**config.mk**
```make
export PLATFORM = sky130hd
export DESIGN_NAME = dow_nibble_write
export DESIGN_NICKNAME = d
export VERILOG_FILES = /design/src/shared/dow_pkg.sv /design/src/hw/dow_nibble_write.sv /design/src/hw/dow_crc8.sv /design/src/hw/dow_prog_timer.sv
export SDC_FILE = /design/constraint.sdc
export NUM_CORES = 1
export LEC_CHECK = 0
export ABC_AREA = 1
export BUFFER_PORTS_ARGS = -buffer_cell sky130_fd_sc_hd__buf_2
export CAP_MARGIN = 20
export CELL_PAD_IN_SITES_DETAIL_PLACEMENT = 0
export CELL_PAD_IN_SITES_GLOBAL_PLACEMENT = 1
export CORE_MARGIN = 5
export CORE_UTILIZATION = 36
export DETAILED_ROUTE_END_ITERATION = 6
export PLACE_DENSITY_LB_ADDON = 0.05
export SYNTH_ARGS = -nofsm -noshare
export SYNTH_HDL_FRONTEND = slang
export SYNTH_HIERARCHICAL = 1
export SYNTH_SLANG_ARGS = --single-unit
export TNS_END_PERCENT = 20
```
**constraint.sdc**
```tcl
create_clock -name clk -period 4.3 [get_ports clk]
set_clock_uncertainty 0.15 [all_clocks]
set_input_delay 0.86 -clock clk [delete_from_list [all_inputs] [get_ports clk]]
set_output_delay 0.86 -clock clk [all_outputs]
set_load 0.01 [all_outputs]
```
**src/shared/dow_pkg.sv**
```systemverilog
// constants, layouts and types for the otp nibble write block
package dow_pkg;

  ////////////////////////////////////////////////////////////////////////////
  // command decoding
  localparam logic [3:0] CMD_WRITE_NVM = 4'h9;
  localparam logic [3:0] GLOBAL_ADDR = 4'h0;
  localparam logic [1:0] BANK0 = 2'h0;
  localparam logic [1:0] BANK1 = 2'h1;
  localparam logic [3:0] NIB_B0_LOCK = 4'h7;
  localparam logic [3:0] NIB_B0_FILT = 4'h8;
  localparam logic [3:0] NIB_B0_IDSEL = 4'ha;
  localparam logic [3:0] NIB_B1_SENSE = 4'h6;
  localparam logic [3:0] NIB_B1_ADDR = 4'h7;
  localparam logic [3:0] NIB_B1_UW1 = 4'h8;
  localparam logic [3:0] NIB_B1_UW2 = 4'h9;
  localparam logic [1:0] RSP_ONES2 = 2'h3;
  localparam logic [3:0] RSP_ONES4 = 4'hf;
  localparam logic [3:0] RSP_ZERO4 = 4'h0;

  ////////////////////////////////////////////////////////////////////////////
  // timing: per-bit programming time, rounded up to whole clock cycles
  localparam longint CLK_FREQ_HZ = 64'd40000000;
  localparam longint PROG_BIT_TIME_US = 64'd100;
  localparam longint US_PER_S = 64'd1000000;
  localparam int PROG_BIT_CYCLES =
    int'((PROG_BIT_TIME_US * CLK_FREQ_HZ + US_PER_S - 64'd1) / US_PER_S);
  localparam int MAX_PROG_BITS = 4;

  ////////////////////////////////////////////////////////////////////////////
  // crc
  localparam logic [7:0] CRC_POLY = 8'h1d;
  localparam logic [7:0] CRC_INIT = 8'h00;

  ////////////////////////////////////////////////////////////////////////////
  // register map (byte addresses) and fields
  localparam logic [7:0] REG_CTRL = 8'h00;
  localparam logic [7:0] REG_STATUS = 8'h04;
  localparam logic [7:0] REG_CONFIG = 8'h08;
  localparam logic [7:0] REG_OTP = 8'h0c;
  localparam logic [7:0] REG_RESP = 8'h10;
  localparam int CTRL_WE_BIT = 0;
  localparam int CTRL_BANK_LSB = 4;
  localparam int ST_BUSY_BIT = 0;
  localparam int ST_MISMATCH_BIT = 1;
  localparam int ST_RESP_BIT = 2;
  localparam logic [3:0] DEV_ADDR_RST = 4'h1;

  ////////////////////////////////////////////////////////////////////////////
  // types
  typedef struct packed {
    logic [3:0] dev_addr;
    logic lock_user;
    logic [1:0] filter_select;
    logic id_select_bit;
    logic [1:0] sense_setting;
    logic [3:0] user_word_1;
    logic [3:0] user_word_2;
  } dow_cfg_t;

  localparam dow_cfg_t CFG_RST = '{dev_addr: DEV_ADDR_RST, default: '0};
  localparam dow_cfg_t OTP_BLANK = '0;

  typedef struct packed {
    logic valid;
    logic long_fmt;
    logic [7:0] data;
    logic [3:0] addr;
    logic [3:0] code;
    logic [7:0] crc;
  } dow_cmd_t;

  typedef struct packed {
    logic valid;
    logic [15:0] word;
    logic [7:0] crc;
  } dow_rsp_t;

  typedef enum logic [1:0] {
    ST_IDLE = 2'b00,
    ST_PROG = 2'b01,
    ST_RESP = 2'b10
  } dow_state_t;

endpackage : dow_pkg

```
**src/hw/dow_nibble_write.sv**
```systemverilog
// write-nvm command executor with mirror, otp image and wishbone registers
`timescale 1ns/100ps

////////////////////////////////////////////////////////////////////////////////
// Function
// command code 1001 selects the nibble write
// ignore unless address matches own address
// low nibble is data, high nibble pointer
// enabled response: addr, pointer, 11, bank, readback
// disabled response: addr, 0000, 1111, addr
// bank comes from latched initialization value
// program otp only while write enable set
// disabled: mirror still updated, address returned
// a changed address is reported as new
// master waits out programming before next command
// readback recommended; no internal program check
// every write updates mirror and check; lock flags
// unused pointers: no write, address returned
// bank0 nibble7: bit3 to user lock
// bank0 nibble8: bits3..2 to filter select
// bank0 nibble10: bit3 to id select
// bank1 nibble6: bits1..0 to sense setting
// bank1 nibble7: four bits to device address
// bank1 nibbles8,9: user words 1 and 2
// long formats only; global address ignored
// check command crc, append response crc
module dow_nibble_write #(
  parameter int PROG_BIT_CYCLES = dow_pkg::PROG_BIT_CYCLES,
  parameter int TW = 16
) (
  input wire logic clk,
  input wire logic rst,
  input wire dow_pkg::dow_cmd_t cmd,
  output dow_pkg::dow_rsp_t rsp,
  output logic busy,
  output logic check_error,
  input wire logic wb_cyc,
  input wire logic wb_stb,
  input wire logic wb_we,
  input wire logic [7:0] wb_adr,
  input wire logic [3:0] wb_sel,
  input wire logic [31:0] wb_dat_w,
  output logic [31:0] wb_dat_r,
  output logic wb_ack
);

  if (PROG_BIT_CYCLES < 1 || longint'(PROG_BIT_CYCLES) * dow_pkg::MAX_PROG_BITS >= 2**TW)
  begin : g_chk
    $error("dow_nibble_write: PROG_BIT_CYCLES does not fit the timer");
  end

  //////////////////////////////////////////////////////////////////////////////
  // field helpers

  // which data bits a pointer stores; zero marks an unused pointer
  function automatic logic [3:0] nib_mask(input logic [1:0] bank, input logic [3:0] ptr);
    nib_mask = 4'h0;
    if (bank == dow_pkg::BANK0)
    begin
      case (ptr)
        dow_pkg::NIB_B0_LOCK: nib_mask = 4'h8;
        dow_pkg::NIB_B0_FILT: nib_mask = 4'hc;
        dow_pkg::NIB_B0_IDSEL: nib_mask = 4'h8;
        default: nib_mask = 4'h0;
      endcase
    end
    else if (bank == dow_pkg::BANK1)
    begin
      case (ptr)
        dow_pkg::NIB_B1_SENSE: nib_mask = 4'h3;
        dow_pkg::NIB_B1_ADDR: nib_mask = 4'hf;
        dow_pkg::NIB_B1_UW1: nib_mask = 4'hf;
        dow_pkg::NIB_B1_UW2: nib_mask = 4'hf;
        default: nib_mask = 4'h0;
      endcase
    end
  endfunction : nib_mask

  // store the masked nibble into its field; unused pointers leave cfg alone
  function automatic dow_pkg::dow_cfg_t nib_apply(input dow_pkg::dow_cfg_t c,
      input logic [1:0] bank, input logic [3:0] ptr, input logic [3:0] d);
    nib_apply = c;
    if (bank == dow_pkg::BANK0)
    begin
      case (ptr)
        dow_pkg::NIB_B0_LOCK: nib_apply.lock_user = d[3];
        dow_pkg::NIB_B0_FILT: nib_apply.filter_select = d[3:2];
        dow_pkg::NIB_B0_IDSEL: nib_apply.id_select_bit = d[3];
        default: nib_apply = c;
      endcase
    end
    else if (bank == dow_pkg::BANK1)
    begin
      case (ptr)
        dow_pkg::NIB_B1_SENSE: nib_apply.sense_setting = d[1:0];
        dow_pkg::NIB_B1_ADDR: nib_apply.dev_addr = d;
        dow_pkg::NIB_B1_UW1: nib_apply.user_word_1 = d;
        dow_pkg::NIB_B1_UW2: nib_apply.user_word_2 = d;
        default: nib_apply = c;
      endcase
    end
  endfunction : nib_apply

  // register contents at a pointer, fields in their nibble positions
  function automatic logic [3:0] nib_read(input dow_pkg::dow_cfg_t c,
      input logic [1:0] bank, input logic [3:0] ptr);
    nib_read = c.dev_addr;
    if (bank == dow_pkg::BANK0)
    begin
      case (ptr)
        dow_pkg::NIB_B0_LOCK: nib_read = {c.lock_user, 3'h0};
        dow_pkg::NIB_B0_FILT: nib_read = {c.filter_select, 2'h0};
        dow_pkg::NIB_B0_IDSEL: nib_read = {c.id_select_bit, 3'h0};
        default: nib_read = c.dev_addr;
      endcase
    end
    else if (bank == dow_pkg::BANK1)
    begin
      case (ptr)
        dow_pkg::NIB_B1_SENSE: nib_read = {2'h0, c.sense_setting};
        dow_pkg::NIB_B1_ADDR: nib_read = c.dev_addr;
        dow_pkg::NIB_B1_UW1: nib_read = c.user_word_1;
        dow_pkg::NIB_B1_UW2: nib_read = c.user_word_2;
        default: nib_read = c.dev_addr;
      endcase
    end
  endfunction : nib_read

  // error-detection value over the user-programmable contents
  function automatic logic [7:0] cfg_fold(input dow_pkg::dow_cfg_t c);
    logic [31:0] w;
    w = 32'(c);
    cfg_fold = w[7:0] ^ w[15:8] ^ w[23:16] ^ w[31:24];
  endfunction : cfg_fold

  //////////////////////////////////////////////////////////////////////////////
  // state

  dow_pkg::dow_state_t state_q, state_d;
  dow_pkg::dow_cfg_t mirror_q;
  dow_pkg::dow_cfg_t otp_q;
  dow_pkg::dow_cfg_t pend_q;
  logic [7:0] check_q;
  logic otp_we_q;
  logic [1:0] bank_q;
  logic [15:0] rsp_word_q;
  logic [7:0] rsp_crc_q;
  logic rsp_flag_q;
  logic ack_q;

  //////////////////////////////////////////////////////////////////////////////
  // command decode

  wire logic [15:0] cmd_word = {cmd.data, cmd.addr, cmd.code};
  wire logic [7:0] cmd_crc;
  wire logic [3:0] wr_data = cmd.data[3:0];
  wire logic [3:0] wr_ptr = cmd.data[7:4];
  wire logic crc_ok = (cmd_crc == cmd.crc);
  wire logic code_ok = (cmd.code == dow_pkg::CMD_WRITE_NVM);
  wire logic addr_ok = (cmd.addr == mirror_q.dev_addr) &&
    (cmd.addr != dow_pkg::GLOBAL_ADDR);
  // commands arriving mid-programming are dropped; the master must wait
  wire logic accept = (state_q == dow_pkg::ST_IDLE) && cmd.valid && cmd.long_fmt &&
    code_ok && addr_ok && crc_ok;
  wire logic [3:0] wr_mask = nib_mask(bank_q, wr_ptr);
  wire logic used = (wr_mask != 4'h0);
  wire dow_pkg::dow_cfg_t new_cfg = nib_apply(mirror_q, bank_q, wr_ptr, wr_data);
  // otp cells only go from blank to programmed, so programming ors in
  wire dow_pkg::dow_cfg_t new_otp = otp_q | nib_apply(otp_q, bank_q, wr_ptr, wr_data);
  wire logic do_prog = accept && otp_we_q && used;
  wire logic [3:0] new_addr = new_cfg.dev_addr;
  wire logic [3:0] rd_back = nib_read(new_cfg, bank_q, wr_ptr);
  wire logic [15:0] rsp_enabled = {new_addr, wr_ptr, dow_pkg::RSP_ONES2, bank_q, rd_back};
  wire logic [15:0] rsp_disabled = {new_addr, dow_pkg::RSP_ZERO4, dow_pkg::RSP_ONES4,
    new_addr};
  wire logic [15:0] rsp_word_d = otp_we_q ? rsp_enabled : rsp_disabled;
  wire logic [7:0] rsp_crc_d;

  // programming time scales with the number of set bits, never below one
  logic [2:0] ones;
  always_comb
  begin
    ones = 3'h0;
    for (int i = 0; i < 4; i++)
      ones = ones + 3'(wr_data[i] & wr_mask[i]);
    if (ones == 3'h0)
      ones = 3'h1;
  end
  wire logic [TW-1:0] prog_load = TW'(PROG_BIT_CYCLES) * TW'(ones);
  wire logic prog_done;

  dow_crc8 #(
    .WIDTH(16)
  ) u_cmd_crc (
    .data(cmd_word),
    .crc(cmd_crc)
  );

  dow_crc8 #(
    .WIDTH(16)
  ) u_rsp_crc (
    .data(rsp_word_d),
    .crc(rsp_crc_d)
  );

  dow_prog_timer #(
    .TW(TW)
  ) u_timer (
    .clk(clk),
    .rst(rst),
    .start(do_prog),
    .load(prog_load),
    .done(prog_done)
  );

  //////////////////////////////////////////////////////////////////////////////
  // sequencing

  always_comb
  begin
    state_d = state_q;
    case (state_q)
      dow_pkg::ST_IDLE:
        if (do_prog)
          state_d = dow_pkg::ST_PROG;
        else if (accept)
          state_d = dow_pkg::ST_RESP;
      dow_pkg::ST_PROG:
        if (prog_done)
          state_d = dow_pkg::ST_RESP;
      dow_pkg::ST_RESP:
        state_d = dow_pkg::ST_IDLE;
      default:
        state_d = dow_pkg::ST_IDLE;
    endcase
  end

  always_ff @(posedge clk)
  begin
    if (rst)
      state_q <= dow_pkg::ST_IDLE;
    else
      state_q <= state_d;
  end

  // mirror and check value move together on every accepted write
  always_ff @(posedge clk)
  begin
    if (rst)
    begin
      mirror_q <= dow_pkg::CFG_RST;
      check_q <= cfg_fold(dow_pkg::CFG_RST);
      rsp_word_q <= '0;
      rsp_crc_q <= '0;
    end
    else if (accept)
    begin
      mirror_q <= new_cfg;
      check_q <= cfg_fold(new_cfg);
      rsp_word_q <= rsp_word_d;
      rsp_crc_q <= rsp_crc_d;
    end
  end

  // the otp image takes the new bits when the programming time has run out
  always_ff @(posedge clk)
  begin
    if (rst)
    begin
      otp_q <= dow_pkg::OTP_BLANK;
      pend_q <= dow_pkg::OTP_BLANK;
    end
    else
    begin
      if (do_prog)
        pend_q <= new_otp;
      if (prog_done)
        otp_q <= pend_q;
    end
  end

  assign busy = (state_q != dow_pkg::ST_IDLE);
  // no verify of programmed cells: only a locked part compares image and check
  assign check_error = mirror_q.lock_user && (cfg_fold(otp_q) != check_q);
  assign rsp.valid = (state_q == dow_pkg::ST_RESP);
  assign rsp.word = rsp_word_q;
  assign rsp.crc = rsp_crc_q;

  //////////////////////////////////////////////////////////////////////////////
  // wishbone slave: one wait state, every address answered

  wire logic wb_req = wb_cyc && wb_stb && !ack_q;
  wire logic wb_wr = wb_req && wb_we;
  wire logic sel_ctrl = (wb_adr == dow_pkg::REG_CTRL);
  wire logic sel_status = (wb_adr == dow_pkg::REG_STATUS);
  wire logic sel_config = (wb_adr == dow_pkg::REG_CONFIG);
  wire logic sel_otp = (wb_adr == dow_pkg::REG_OTP);
  wire logic sel_resp = (wb_adr == dow_pkg::REG_RESP);
  wire logic ctrl_wr = wb_wr && sel_ctrl && wb_sel[0];
  wire logic resp_clr = wb_wr && sel_status && wb_sel[0] && wb_dat_w[dow_pkg::ST_RESP_BIT];
  wire logic [31:0] ctrl_rd = (32'(otp_we_q) << dow_pkg::CTRL_WE_BIT) |
    (32'(bank_q) << dow_pkg::CTRL_BANK_LSB);
  wire logic [31:0] status_rd = (32'(busy) << dow_pkg::ST_BUSY_BIT) |
    (32'(check_error) << dow_pkg::ST_MISMATCH_BIT) |
    (32'(rsp_flag_q) << dow_pkg::ST_RESP_BIT);
  wire logic [31:0] rd_mux = sel_ctrl ? ctrl_rd :
    sel_status ? status_rd :
    sel_config ? 32'(mirror_q) :
    sel_otp ? 32'(otp_q) :
    sel_resp ? {8'h00, rsp_word_q, rsp_crc_q} : 32'h0000_0000;

  // enable and bank stand in for the values latched by initialization
  always_ff @(posedge clk)
  begin
    if (rst)
    begin
      otp_we_q <= 1'b0;
      bank_q <= dow_pkg::BANK0;
    end
    else if (ctrl_wr)
    begin
      otp_we_q <= wb_dat_w[dow_pkg::CTRL_WE_BIT];
      bank_q <= wb_dat_w[dow_pkg::CTRL_BANK_LSB +: 2];
    end
  end

  // a response leaving in the clearing cycle keeps the flag set
  always_ff @(posedge clk)
  begin
    if (rst)
      rsp_flag_q <= 1'b0;
    else if (rsp.valid)
      rsp_flag_q <= 1'b1;
    else if (resp_clr)
      rsp_flag_q <= 1'b0;
  end

  always_ff @(posedge clk)
  begin
    if (rst)
    begin
      ack_q <= 1'b0;
      wb_dat_r <= '0;
    end
    else
    begin
      ack_q <= wb_req;
      if (wb_req)
        wb_dat_r <= rd_mux;
    end
  end

  assign wb_ack = ack_q;

endmodule : dow_nibble_write

```
**src/hw/dow_crc8.sv**
```systemverilog
// combinational crc-8 over a word, msb first
`timescale 1ns/100ps
module dow_crc8 #(
  parameter int WIDTH = 16
) (
  input wire logic [WIDTH-1:0] data,
  output logic [7:0] crc
);

  if (WIDTH < 1) begin : g_chk
    $error("dow_crc8: WIDTH must be at least 1");
  end

  always_comb
  begin
    crc = dow_pkg::CRC_INIT;
    for (int i = WIDTH - 1; i >= 0; i--)
    begin
      if (crc[7] ^ data[i])
        crc = {crc[6:0], 1'b0} ^ dow_pkg::CRC_POLY;
      else
        crc = {crc[6:0], 1'b0};
    end
  end

endmodule : dow_crc8

```
**src/hw/dow_prog_timer.sv**
```systemverilog
// down counter that times one otp programming pulse train
`timescale 1ns/100ps
module dow_prog_timer #(
  parameter int TW = 16
) (
  input wire logic clk,
  input wire logic rst,
  input wire logic start,
  input wire logic [TW-1:0] load,
  output logic done
);

  logic [TW-1:0] cnt_q;
  logic run_q;
  logic last;

  if (TW < 2) begin : g_chk
    $error("dow_prog_timer: TW must be at least 2");
  end

  assign last = run_q && (cnt_q == TW'(1));
  assign done = last;

  always_ff @(posedge clk)
  begin
    if (rst)
    begin
      cnt_q <= '0;
      run_q <= 1'b0;
    end
    else if (start)
    begin
      cnt_q <= load;
      run_q <= 1'b1;
    end
    else if (run_q)
    begin
      cnt_q <= cnt_q - TW'(1);
      run_q <= !last;
    end
  end

endmodule : dow_prog_timer

```
==> impl_results.md <==
* Status: finished clean
* Post-synthesis sequential area ratio at 28.4%
* Leading area contributor after synthesis: dfxtp_1
* TritonCTS buffer count at 17
* Non-filler cells, final at 2026
* Critical path, cell by cell: buf_2 > inv_1 > nand2_2 > nor2_4 > a21oi_2 > nand2_2 > nand2_2 > nor2_4 > fa_1 > ha_2 > inv_1 > ha_4 > o21bai_4 > ha_1 > ha_1 > fa_2 > fa_2 > xor2_1 > a22oi_1 > a21oi_1
* Yosys top cell area share at 28.4%
* Hold path depth at 2
* Flops & latches, synth at 130
* Clk root buf: clkbuf_16
* Antenna diodes at 0
* M2 GR Usage at 36.2%
* Syn_area_per_cell at 6.04 µm²
* Cells after synthesis at 1518
* Number of synthesized flops with an enable pin at 0
* Hold path start: wb_dat_r[8]$_SDFFE_PP0P_
* Worst skew pair latency at 0.43 ns
* Max Clk Rate at about 0.24 GHz
* Starting Density at between 30% and 40%
* Hold Vio Cnt, Final at 0
* Source of the critical timing path: cmd[23]
* Die Wd at between 150 and 200 µm
* Global-route layer with the greatest usage: met2
* Fillers at 2764
* Tmin final at slightly above 4 ns
* Yosys warning count at 6
* Critical Path RT at 4.43 ns
* Synth Flop Type: dfxtp_1
* GRT met1 Usage at 30.0%
* Slew headroom at 48.9%
* Slew Limit Fails at 0
* Number of global-route vias before repair at 9115
* Post-Syn Area at roughly 0.009 mm²
* Vias at 9664
* Max clock buf depth at 2
* WS Path Type: primary input to flop
* IO Pins at 135
* CP delay by family, top: adder cells
* 1st-pass router iterations at 5
* # hold bufs at CTS at 0
* CTS tree: done
* Core area at 0.0251 mm²
* Drt initial violations at between 600 and 700
* Max-Cap Viols at 0
* Die area at about 0.029 mm²
* Max incr delay on CP at ~0.53 ns
* Worst path slowest cell: fa_1
* First-pass GRT wire length at between 40 and 50 mm
* Drt wl/cell at about 15 µm
* Wirelength, routed at 30.9 mm
* Worst path bufs/invs at 3
* Tightest Hold Check Type: flop to flop
* Final ANT Viol Nets at 0
* Vias/cell at between 4 and 5
* Clock Pin Slew Worst Setup and Hold Paths at approximately 0.070 ns
* Number of remaining DRC errors at 0
* Final setup fails at 0
* Worst-Margin Slew at 0.765 ns
* Critical Path Source Type: primary input
* Initial antenna violation count at 0
* Sink Count at 130
* GPL Wtd Cong at approximately 0.87
* Critical path arrival at around 4.2 ns
* R2R Path Start: bank_q[1]$_SDFFE_PP0P_
* GRT Util Overall at 21.6%
* Critical Path Stages at 20
* Crit path max fanout at 4
* Peak supply drop at roughly 220 µV
* Reg2Reg Depth at 16
* Number of cells after detailed placement at 1992
* Power density over the cells at 292 mW/mm²
* LEAKAGE at 5.75 nW
* Nets at 1773
* Crit path capture type: flop
* Port bufs at 95
* CP dominant cell by count: nand2_2
* Count of cell types in the netlist at 50
* Tcrit/Tclk final at 95.2%
* Power Total at 3.28 mW
* Site Rows at 58
* Async set-reset flop share out of synthesis at 0%
* Hold Worst Slack at 0.314 ns
* Commonest non-fill, non-tap cells in the layout: nand2_1, inv_1, nor2_1
* P&R area growth vs syn at 22.4%
* Total grt overflow at 0
* GR Layer Usage met3 at 2.80%
* Die height at 170 µm
* Fraction of layout cells with a size suffix above 1 at 18.9%
* Largest cells by area after synthesis: dfxtp_1, nand2_1, inv_1, nand3_1, nor2_1
* Post-DP HPWL at 24.3 mm
* CTS H-tree lvls at 4
* Largest net degree at the start of global routing at 68
* Commonest non-fill, non-tap cell in the layout: nand2_1
[sequential cells by signal, summed over array words and instances, names as in the netlist]
register       count
wb_dat_r          24
mirror_q          18
otp_q             18
pend_q            18
u_timer/cnt_q     16
rsp_word_q        12
check_q            8
rsp_crc_q          8
bank_q             2
state_q            2
otp_we_q           1
rsp_flag_q         1
u_timer/run_q      1
wb_ack             1
[synth_stat cells, drive strengths merged (14+ instances only)]
library cell / instances
clkbuf: 22
a21oi: 100
o21ai: 84
nand4: 14
xnor2: 15
xor2: 39
nor2: 161
dfxtp: 130
buf: 33
nand2: 536
inv: 185
nand3: 113
[where the power goes]
group | switching (mW) | total [mW] | internal (mW) | leakage (nW)
registers | 0.000743 | 1.21 | 1.21 | 1.05
clock network | 0.647 | 1.47 | 0.827 | 0.290
logic | 0.366 | 0.603 | 0.236 | 4.41
[area by class of cell]
cell class	count	area [µm²]	share of cell area [%]
Clock buffer	17	425	3.79
Clock inverter	15	163	1.45
Inverter	193	727	6.48
Multi-Input combinational cell	1155	5690	50.7
Sequential cell	130	2600	23.2
Tap cell	330	413	3.68
Timing Repair Buffer	186	1200	10.7
[worst paths after layout]
kind,endpoint,slack (ns)
min,wb_dat_r[8]$_SDFFE_PP0P_,0.31
min reg2reg,wb_dat_r[8]$_SDFFE_PP0P_,0.31
max reg2reg,u_timer/cnt_q[12]$_SDFFE_PP0P_,0.26
max,u_timer/cnt_q[12]$_SDFFE_PP0P_,0.21
[timing repair]
item | CTS | global route
gates resized for setup | 0 | 22
endpoints found under the setup margin | 0 | 18
buffers inserted | 0 | 2
[worst reg2reg max path: cells and delay by family (launching register included)]
| family | cells | cell delay (ns) |
|---|---|---|
| xor gates and xnor gates | 1 | 0.16 |
| and+or+nand+nor | 4 | 0.60 |
| buffers and inverters | 2 | 0.24 |
| DFF | 1 | 0.42 |
| adders and majority gates | 6 | 1.84 |
| AOI/OAI and AO/OA | 3 | 0.47 |
[per-layer routing]
layer,up-vias,part of all wire (%)
met2,195,46
li1,5113,-
met5,-,0
met4,0,1.2
met3,28,5.0
met1,4328,47
[metrics by stage]
step	setup WS (ns)	utilization, %	instance area, µm²	setup TNS, ns
6_report	0.207	44.7	11200	0
4_1_cts	0.154	44.4	11100	0
3_3_place_gp	-0.248	42.0	10600	-1.46
3_5_place_dp	-0.292	42.0	10600	-1.79
5_1_grt	-0.00294	44.7	11200	-0.00294
2_1_floorplan	0.0221	-	9270	0
[cells by family after synthesis]
| logic type | count (synthesis) | synth area share (%) |
|---|---|---|
| AOI/OAI and AO/OA | 223 | 13.5 |
| and+or+nand+nor | 846 | 38.9 |
| other | 2 | 0.0819 |
| adders and majority gates | 15 | 2.29 |
| DFF | 130 | 28.4 |
| xor gates and xnor gates | 54 | 5.49 |
| buffers and inverters | 248 | 11.4 |
Power figures use the tool's default switching activity.
